===== src/core/estc_timer_map.vh =====
// Constants for the 8/16-bit timer/counter: field layouts, reset values, codes.
// Assumes inclusion by bare name from the timer design files.
`ifndef ESTC_TIMER_MAP_VH
`define ESTC_TIMER_MAP_VH

// ==================================================================
// Control field positions
`define ESTC_CTLA_PS_LSB      0
`define ESTC_CTLA_PS_MSB      3
`define ESTC_CTLB_CKPS_LSB    0
`define ESTC_CTLB_CKPS_MSB    3
`define ESTC_CTLB_ASYNC_BIT   4
`define ESTC_CTLB_CS_LSB      5
`define ESTC_CTLB_CS_MSB      7

// ==================================================================
// Reset values
`define ESTC_LOW_RESET        8'h00
`define ESTC_HIGH_RESET       8'hFF
`define ESTC_CTL_RESET        8'h00

// ==================================================================
// Clock source codes
`define ESTC_CS_PIN_TRUE      3'h0
`define ESTC_CS_PIN_INV       3'h1
`define ESTC_CS_INSTR         3'h2
`define ESTC_CS_HFOSC         3'h3
`define ESTC_CS_LFOSC         3'h4
`define ESTC_CS_RSVD          3'h5
`define ESTC_CS_SOSC          3'h6
`define ESTC_CS_LOGIC         3'h7

// ==================================================================
// Timing
`define ESTC_CLK_PERIOD_NS    10
`define ESTC_INSTR_DIV        4
`define ESTC_PRESCALE_WIDTH   15

`endif


===== src/core/estc_prescaler.v =====
// Prescaler: 15-bit ripple-free divider producing a tick per selected ratio.
// Assumes i_tick is a one-cycle pulse per source rising edge on i_clk.
`timescale 1ns/1ps
`include "estc_timer_map.vh"

module estc_prescaler #(
  parameter WIDTH = `ESTC_PRESCALE_WIDTH
) (
  input  wire       i_clk,
  input  wire       i_sys_rst,
  input  wire       i_clear,
  input  wire       i_tick,
  input  wire [3:0] i_select,
  output wire       o_tick
);

  reg  [WIDTH-1:0] count;
  wire [WIDTH:0]   ext_count;
  wire             terminal;

  // ================================================================
  // Division counter
  always @(posedge i_clk or posedge i_sys_rst)
  begin
    if (i_sys_rst)
      count <= {WIDTH{1'b0}};
    else if (i_clear)
      count <= {WIDTH{1'b0}};
    else if (i_tick)
    begin
      if (terminal)
        count <= {WIDTH{1'b0}};
      else
        count <= count + {{(WIDTH-1){1'b0}}, 1'b1};
    end
  end

  // Ratio 2^sel: terminal when the low sel bits are all ones
  assign ext_count = {1'b1, count};
  assign terminal  = &(ext_count | ~(({{WIDTH{1'b0}}, 1'b1} << i_select)
                       - {{WIDTH{1'b0}}, 1'b1}));
  assign o_tick    = i_tick & terminal;

endmodule // estc_prescaler


===== src/core/estc_timer.v =====
// Timer/counter top: source select, sync, prescaler, 8/16-bit count, postscaler.
// Assumes software strobes are one-cycle pulses synchronous to i_clk.
`timescale 1ns/1ps
`include "estc_timer_map.vh"

// Overview of operation
// - One control bit chooses 8-bit or 16-bit counting.
// - Instruction-clock source counts once per instruction cycle as a timer.
// - Other sources count on each rising edge of that source.
// - A 15-bit prescaler sits between clock input and counter.
// - In 16-bit mode reading low byte copies true high byte to buffer.
// - In 16-bit mode writing low byte loads true high byte from buffer.
// - In 8-bit mode high register is period, compared every count clock.
// - Period match clears low count, copies period to buffer; postscaled match pulses output.
// - In 8-bit mode low and period registers are plain read/write.
// - Reset clears low count and sets high/period register to all ones.
// - Low write, control writes and reset clear prescaler and postscaler.
// - Counter mode undivided: each input edge adds one, synchronised edges at most one per instruction cycle.
// - Timer mode undivided advances each instruction cycle, else prescaled rate.
// - Unsynchronised input counts each rising edge, continuing while asleep.
// - Synchronised input is aligned to the instruction clock before counting.
// - Three-bit field selects the counter clock source.
// - Event flag raised on 8-bit match or 16-bit overflow.
// - Four-bit prescale field picks powers of two up to 1:32768.
// - Postscale field N sets flag every N+1 matches or overflows.
// - 16-bit overflow occurs rolling from all ones to zero.
// - Enable bit runs the module; clear means disabled, lowest power.
module estc_timer #(
  parameter PRESCALE_WIDTH = `ESTC_PRESCALE_WIDTH
) (
  input  wire       i_clk,
  input  wire       i_sys_rst,
  input  wire       i_sleep,
  input  wire       i_pin_clk,
  input  wire       i_hfosc_clk,
  input  wire       i_lfosc_clk,
  input  wire       i_sosc_clk,
  input  wire       i_logic_clk,
  input  wire [7:0] i_wdata,
  input  wire       i_low_write,
  input  wire       i_high_write,
  input  wire       i_low_read,
  input  wire       i_ctla_write,
  input  wire       i_ctlb_write,
  input  wire       i_flag_clear,
  output reg  [7:0] o_count_low_byte,
  output reg  [7:0] o_high_buffer_or_period,
  output reg  [7:0] o_timer_control_a,
  output reg  [7:0] o_timer_control_b,
  output reg        o_timer_output_pulse,
  output reg        o_timer_output_level,
  output reg        o_match_event_flag
);

  localparam integer INSTR_DIV  = `ESTC_INSTR_DIV;
  localparam [1:0]   INSTR_LAST = INSTR_DIV[1:0] - 2'h1;

  reg  [1:0] instr_phase;
  reg  [7:0] true_high;
  reg  [7:0] period_buffer;
  reg  [3:0] post_count;
  reg        src_level;
  reg        edge_prev;
  reg        sync_hold;
  reg        next_src_level;
  reg        src_tick;
  wire       instr_tick;
  wire       raw_rise;
  wire       sync_rise;
  wire       ctr_tick;
  wire       enable;
  wire       wide;
  wire       unsync;
  wire [2:0] src_sel;
  wire       presc_clear;
  wire       match8;
  wire       roll16;
  wire       event_hit;
  wire       post_done;

  assign enable  = o_timer_control_a[7];
  assign wide    = o_timer_control_a[4];
  assign src_sel = o_timer_control_b[`ESTC_CTLB_CS_MSB:`ESTC_CTLB_CS_LSB];
  assign unsync  = o_timer_control_b[`ESTC_CTLB_ASYNC_BIT];

  // ================================================================
  // Instruction clock phase (system clock divided by four)
  always @(posedge i_clk or posedge i_sys_rst)
  begin
    if (i_sys_rst)
      instr_phase <= 2'h0;
    else
      instr_phase <= instr_phase + 2'h1;
  end
  assign instr_tick = (instr_phase == INSTR_LAST);

  // ================================================================
  // Source select
  always @*
  begin
    next_src_level = 1'b0;
    case (src_sel)
      `ESTC_CS_PIN_TRUE: next_src_level = i_pin_clk;
      `ESTC_CS_PIN_INV:  next_src_level = ~i_pin_clk;
      `ESTC_CS_HFOSC:    next_src_level = i_hfosc_clk;
      `ESTC_CS_LFOSC:    next_src_level = i_lfosc_clk;
      `ESTC_CS_SOSC:     next_src_level = i_sosc_clk;
      `ESTC_CS_LOGIC:    next_src_level = i_logic_clk;
      default:           next_src_level = 1'b0;
    endcase
  end

  // ================================================================
  // Edge detection; sync path holds an edge until the next instruction tick
  always @(posedge i_clk or posedge i_sys_rst)
  begin
    if (i_sys_rst)
    begin
      src_level <= 1'b0;
      edge_prev <= 1'b0;
      sync_hold <= 1'b0;
    end
    else
    begin
      src_level <= next_src_level;
      edge_prev <= src_level;
      // One edge per instruction cycle at most; faster sources merge
      if (instr_tick)
        sync_hold <= raw_rise;
      else if (raw_rise)
        sync_hold <= 1'b1;
    end
  end

  assign raw_rise  = src_level & ~edge_prev;
  assign sync_rise = instr_tick & sync_hold;

  // ================================================================
  // Count tick; sleep halts the instruction and synchronised paths only
  always @*
  begin
    src_tick = 1'b0;
    if (enable)
    begin
      if (src_sel == `ESTC_CS_INSTR)
        src_tick = instr_tick & ~i_sleep;
      else if (unsync)
        src_tick = raw_rise;
      else
        src_tick = sync_rise & ~i_sleep;
    end
  end

  assign presc_clear = i_low_write | i_ctla_write | i_ctlb_write;

  estc_prescaler #(
    .WIDTH (PRESCALE_WIDTH)
  ) u_prescaler (
    .i_clk     (i_clk),
    .i_sys_rst (i_sys_rst),
    .i_clear   (presc_clear),
    .i_tick    (src_tick),
    .i_select  (o_timer_control_b[`ESTC_CTLB_CKPS_MSB:`ESTC_CTLB_CKPS_LSB]),
    .o_tick    (ctr_tick)
  );

  assign match8    = ~wide & (o_count_low_byte == period_buffer);
  assign roll16    = wide & (&o_count_low_byte) & (&true_high);
  assign event_hit = ctr_tick & (match8 | roll16);
  assign post_done = (post_count
                      == o_timer_control_a[`ESTC_CTLA_PS_MSB:`ESTC_CTLA_PS_LSB]);

  // ================================================================
  // Control registers
  always @(posedge i_clk or posedge i_sys_rst)
  begin
    if (i_sys_rst)
    begin
      o_timer_control_a <= `ESTC_CTL_RESET;
      o_timer_control_b <= `ESTC_CTL_RESET;
    end
    else
    begin
      // Bits 6 and 5 of control A are unimplemented and always read as zero
      if (i_ctla_write)
        o_timer_control_a <= {i_wdata[7], 2'h0, i_wdata[4:0]};
      if (i_ctlb_write)
        o_timer_control_b <= i_wdata;
    end
  end

  // ================================================================
  // Count, buffer and period
  always @(posedge i_clk or posedge i_sys_rst)
  begin
    if (i_sys_rst)
    begin
      o_count_low_byte        <= `ESTC_LOW_RESET;
      o_high_buffer_or_period <= `ESTC_HIGH_RESET;
      true_high               <= `ESTC_HIGH_RESET;
      period_buffer           <= `ESTC_HIGH_RESET;
    end
    else if (i_low_write)
    begin
      o_count_low_byte <= i_wdata;
      if (wide)
        true_high <= o_high_buffer_or_period;
    end
    else
    begin
      if (i_high_write)
        o_high_buffer_or_period <= i_wdata;
      else if (i_low_read & wide)
        o_high_buffer_or_period <= true_high;
      if (~wide & i_high_write)
        period_buffer <= i_wdata;
      if (ctr_tick)
      begin
        if (match8)
        begin
          o_count_low_byte <= 8'h00;
          period_buffer    <= o_high_buffer_or_period;
        end
        else
        begin
          o_count_low_byte <= o_count_low_byte + 8'h01;
          if (wide & (&o_count_low_byte))
            true_high <= true_high + 8'h01;
        end
      end
    end
  end

  // ================================================================
  // Postscaler, flag and output
  always @(posedge i_clk or posedge i_sys_rst)
  begin
    if (i_sys_rst)
    begin
      post_count           <= 4'h0;
      o_match_event_flag   <= 1'b0;
      o_timer_output_pulse <= 1'b0;
      o_timer_output_level <= 1'b0;
    end
    else
    begin
      if (presc_clear)
        post_count <= 4'h0;
      else if (event_hit)
        post_count <= post_done ? 4'h0 : post_count + 4'h1;
      // Set wins over a simultaneous clear
      if (event_hit & post_done & ~presc_clear)
        o_match_event_flag <= 1'b1;
      else if (i_flag_clear)
        o_match_event_flag <= 1'b0;
      // Pulse held until the next prescaled tick, or until the enable bit clears
      if (event_hit & post_done & ~presc_clear)
      begin
        o_timer_output_pulse <= 1'b1;
        o_timer_output_level <= ~o_timer_output_level;
      end
      else if (ctr_tick | ~enable)
        o_timer_output_pulse <= 1'b0;
    end
  end

endmodule // estc_timer


===== config.mk =====
export PLATFORM = sky130hd
export DESIGN_NAME = estc_timer
export DESIGN_NICKNAME = d
export VERILOG_FILES = /design/src/core/estc_prescaler.v /design/src/core/estc_timer.v
export VERILOG_INCLUDE_DIRS = /design/src /design/src/core
export SDC_FILE = /design/constraint.sdc
export NUM_CORES = 1
export LEC_CHECK = 0
export BUFFER_PORTS_ARGS = -buffer_cell sky130_fd_sc_hd__buf_2
export CAP_MARGIN = 20
export CORE_MARGIN = 2
export CORE_UTILIZATION = 24
export DETAILED_ROUTE_END_ITERATION = 7
export SYNTH_ARGS = -nofsm -noshare
export SYNTH_HDL_FRONTEND = slang
export SYNTH_SLANG_ARGS = --single-unit

===== constraint.sdc =====
create_clock -name i_clk -period 3.6 [get_ports i_clk]
set_input_delay 0.36 -clock i_clk [delete_from_list [all_inputs] [get_ports i_clk]]
set_output_delay 0.36 -clock i_clk [all_outputs]
set_load 0.05 [all_outputs]

==> impl_metrics.tcl <==
set metrics [dict create \
    slew_violations 0 \
    fin_skew_ns 0.00740 \
    ir_drop_v 0.000196 \
    place_inst 711 \
    routed_via_density 4.98 \
    grt_max_degree 45 \
    outcome "finished clean" \
    end_kind "flop" \
    fin_setup_tns_ns 0 \
    cts_setup_buffers 0 \
    crit_type "reg -> reg" \
    critPathMaxFanout 13 \
    gr-total-overflow 0 \
    grt_pass1_vias 3441 \
    initial_core_util 0.245 \
    tightest_slew_ns 0.916 \
    min_period_ns 3.24 \
    port_buffers 54 \
    track_usage 0.133 \
    crit_top_cell "a21o_1" \
    ctsHoldBuffers 0 \
    h-tree-depth 3 \
    drt_first_pass_iters 5 \
    drt_iter0_markers 239 \
    synthDistinctLibCells 72 \
    cts_tree "built" \
    setup_violations 0 \
    crit_slowest_cell "o2111a_1" \
    layout_commonest_cell "buf_2" \
    clock-root-buffer "clkbuf_16" \
    cts_inserted_buffers 9 \
    final_cells 728 \
    drc_errors 0 \
    final_util 0.292 \
    fp.dieArea_um2 18800 \
    die_height_um 137 \
    power_uw 2510 \
    avgSynthCellArea_um2 9.51 \
    synthesis.area_um2 4240 \
    max_freq_ghz 0.308 \
    max_stage_delay_ns 0.49 \
    cts.sinks 73 \
    dp_hpwl_mm 8.54 \
    min_path_type "in -> async" \
    clk_pin_slew_ns 0.06 \
    gp_congestion 0.844 \
    required_ns 3.83 \
    wire_per_inst_um 16.0 \
    antenna_found_initial 0 \
    crit_family "compound AO/OA/AOI/OAI gates" \
    power_density_nw_per_um2 498 \
    final_cell_mix "54 x buf_2, 49 x dfrtp_1, 41 x nand2_1" \
    period_share 0.901 \
    critPathLaunch "o_timer_control_b[3]" \
    maxCapViolCount 0 \
    path_cells "nor3_1, nand2_1, ha_1, nor2b_4, a221oi_2, nor4b_2, o2111a_1, a21o_1, o21ai_0, a21o_1" \
    io_pins 57 \
    final_antenna_net_count 0 \
    area_delta_synth_final_pct 18.8 \
    nNetsFinal 526 \
    holdWs_ns 0.0719 \
    dr_total_vias 3628 \
    antenna_cells 0 \
    worstSetupStartpointType "flop" \
    core_um2 17300 \
    ys_ff_latch 73 \
    rsz0062_at_grt "no" \
    arrival_ns 3.47 \
    clock_latency_ns 0.34 \
    critPathBufInv 0 \
    postSynth.asyncResetShare 1.00 \
    ys_warn_count 0 \
    netlist_instances 446 \
    ys.flop_type "dfrtp_1" \
    timing.slew.headroom 0.387 \
    cts.path.max_buffers 2 \
    p_leak_uw 0.00214 \
    r2r-start "o_timer_control_b[3]" \
    hold_viol 0 \
    drive_gt1_frac 0.278 \
    grt_first_pass_wirelength_mm 19.1 \
    die_w_um 137 \
    synth_edf_count 0 \
    drt_wl_total_mm 11.7 \
    cts_resized 0 \
    synth-seq-area-share 0.438 \
    fp-row-count 48 \
]
[worst paths after layout]
path | to | slack, ns | depth (start not counted)
max in group asynchronous | o_timer_control_a[0] | 3.03 | 4
min in group i_clk | o_match_event_flag | 0.29 | 3
setup reg to reg | u_prescaler.count[10] | 0.36 | 10
hold reg to reg | edge_prev | 0.41 | 0
setup / recovery | u_prescaler.count[10] | 0.36 | 10
hold / removal | period_buffer[1] | 0.07 | 2
[flip-flops by register name, summed over array words and instances (netlist names)]
| name | cells |
|---|---|
| o_count_low_byte | 8 |
| instr_phase | 2 |
| true_high | 8 |
| o_timer_control_a | 6 |
| sync_hold | 1 |
| o_timer_control_b | 8 |
| u_prescaler.count | 15 |
| post_count | 4 |
| period_buffer | 8 |
| edge_prev | 1 |
| o_match_event_flag | 1 |
| src_level | 1 |
| o_timer_output_pulse | 1 |
| o_high_buffer_or_period | 8 |
| o_timer_output_level | 1 |
[per-stage QoR]
step | setup WS, ns | cell area (um^2)
after global placement | 0.443 | 4740
after detailed placement | 0.382 | 4740
final | 0.358 | 5040
after global routing | 0.0829 | 5040
after CTS | 0.349 | 5020
after floorplan | 0.445 | 4250
[Yosys cell counts (5+ instances only)]
library cell / number / area share
nand3_1: 20 / 0.024
nor3b_1: 5 / 0.0088
mux2_2: 11 / 0.029
nand2b_1: 5 / 0.0074
ha_1: 6 / 0.018
and3_1: 10 / 0.015
nor2_1: 34 / 0.030
mux2i_1: 9 / 0.021
a21o_1: 10 / 0.018
dfstp_2: 24 / 0.15
xnor2_1: 13 / 0.027
nor3_1: 9 / 0.011
o221a_2: 8 / 0.021
a21oi_1: 19 / 0.022
dfrtp_1: 49 / 0.29
a31oi_1: 9 / 0.013
or3_1: 7 / 0.010
inv_1: 18 / 0.016
buf_2: 5 / 0.0059
a2bb2oi_1: 6 / 0.012
o22ai_1: 7 / 0.010
nand2_1: 41 / 0.036
nand4_1: 9 / 0.013
clkbuf_1: 11 / 0.0097
o21ai_0: 24 / 0.028
[metal layers]
metal	vias up	part of all wire	track usage
li1	1743	-	-
met1	1778	0.50	0.190
met2	95	0.45	0.200
met3	12	0.037	0.0185
met4	0	0.018	0.0538
met5	-	0	0
[report_power, final]
group / switching [uW] / internal, uW
Sequential: 135 / 963
Clock: 351 / 506
Combinational: 362 / 196
Total: 848 / 1660
[logic make-up after synthesis]
family / after synthesis / share of synthesized area
simple gates: 167 / 0.210
compound gates: 120 / 0.203
flops: 73 / 0.438
buf+inv: 42 / 0.0460
mux: 20 / 0.0504
xor+xnor: 17 / 0.0351
fa+ha+maj: 6 / 0.0177
other cells: 1 / 0.000884
[final cells by class]
type	count	area [um^2]
fill	1827	12300
clock buffer	11	254
multi-input combinational	332	2200
clock inverter	5	27.5
inverter	19	71.3
timing repair buffer	63	350
sequential	73	1860
tap	225	282
No activity file was read; power rests on OpenSTA's default activity.
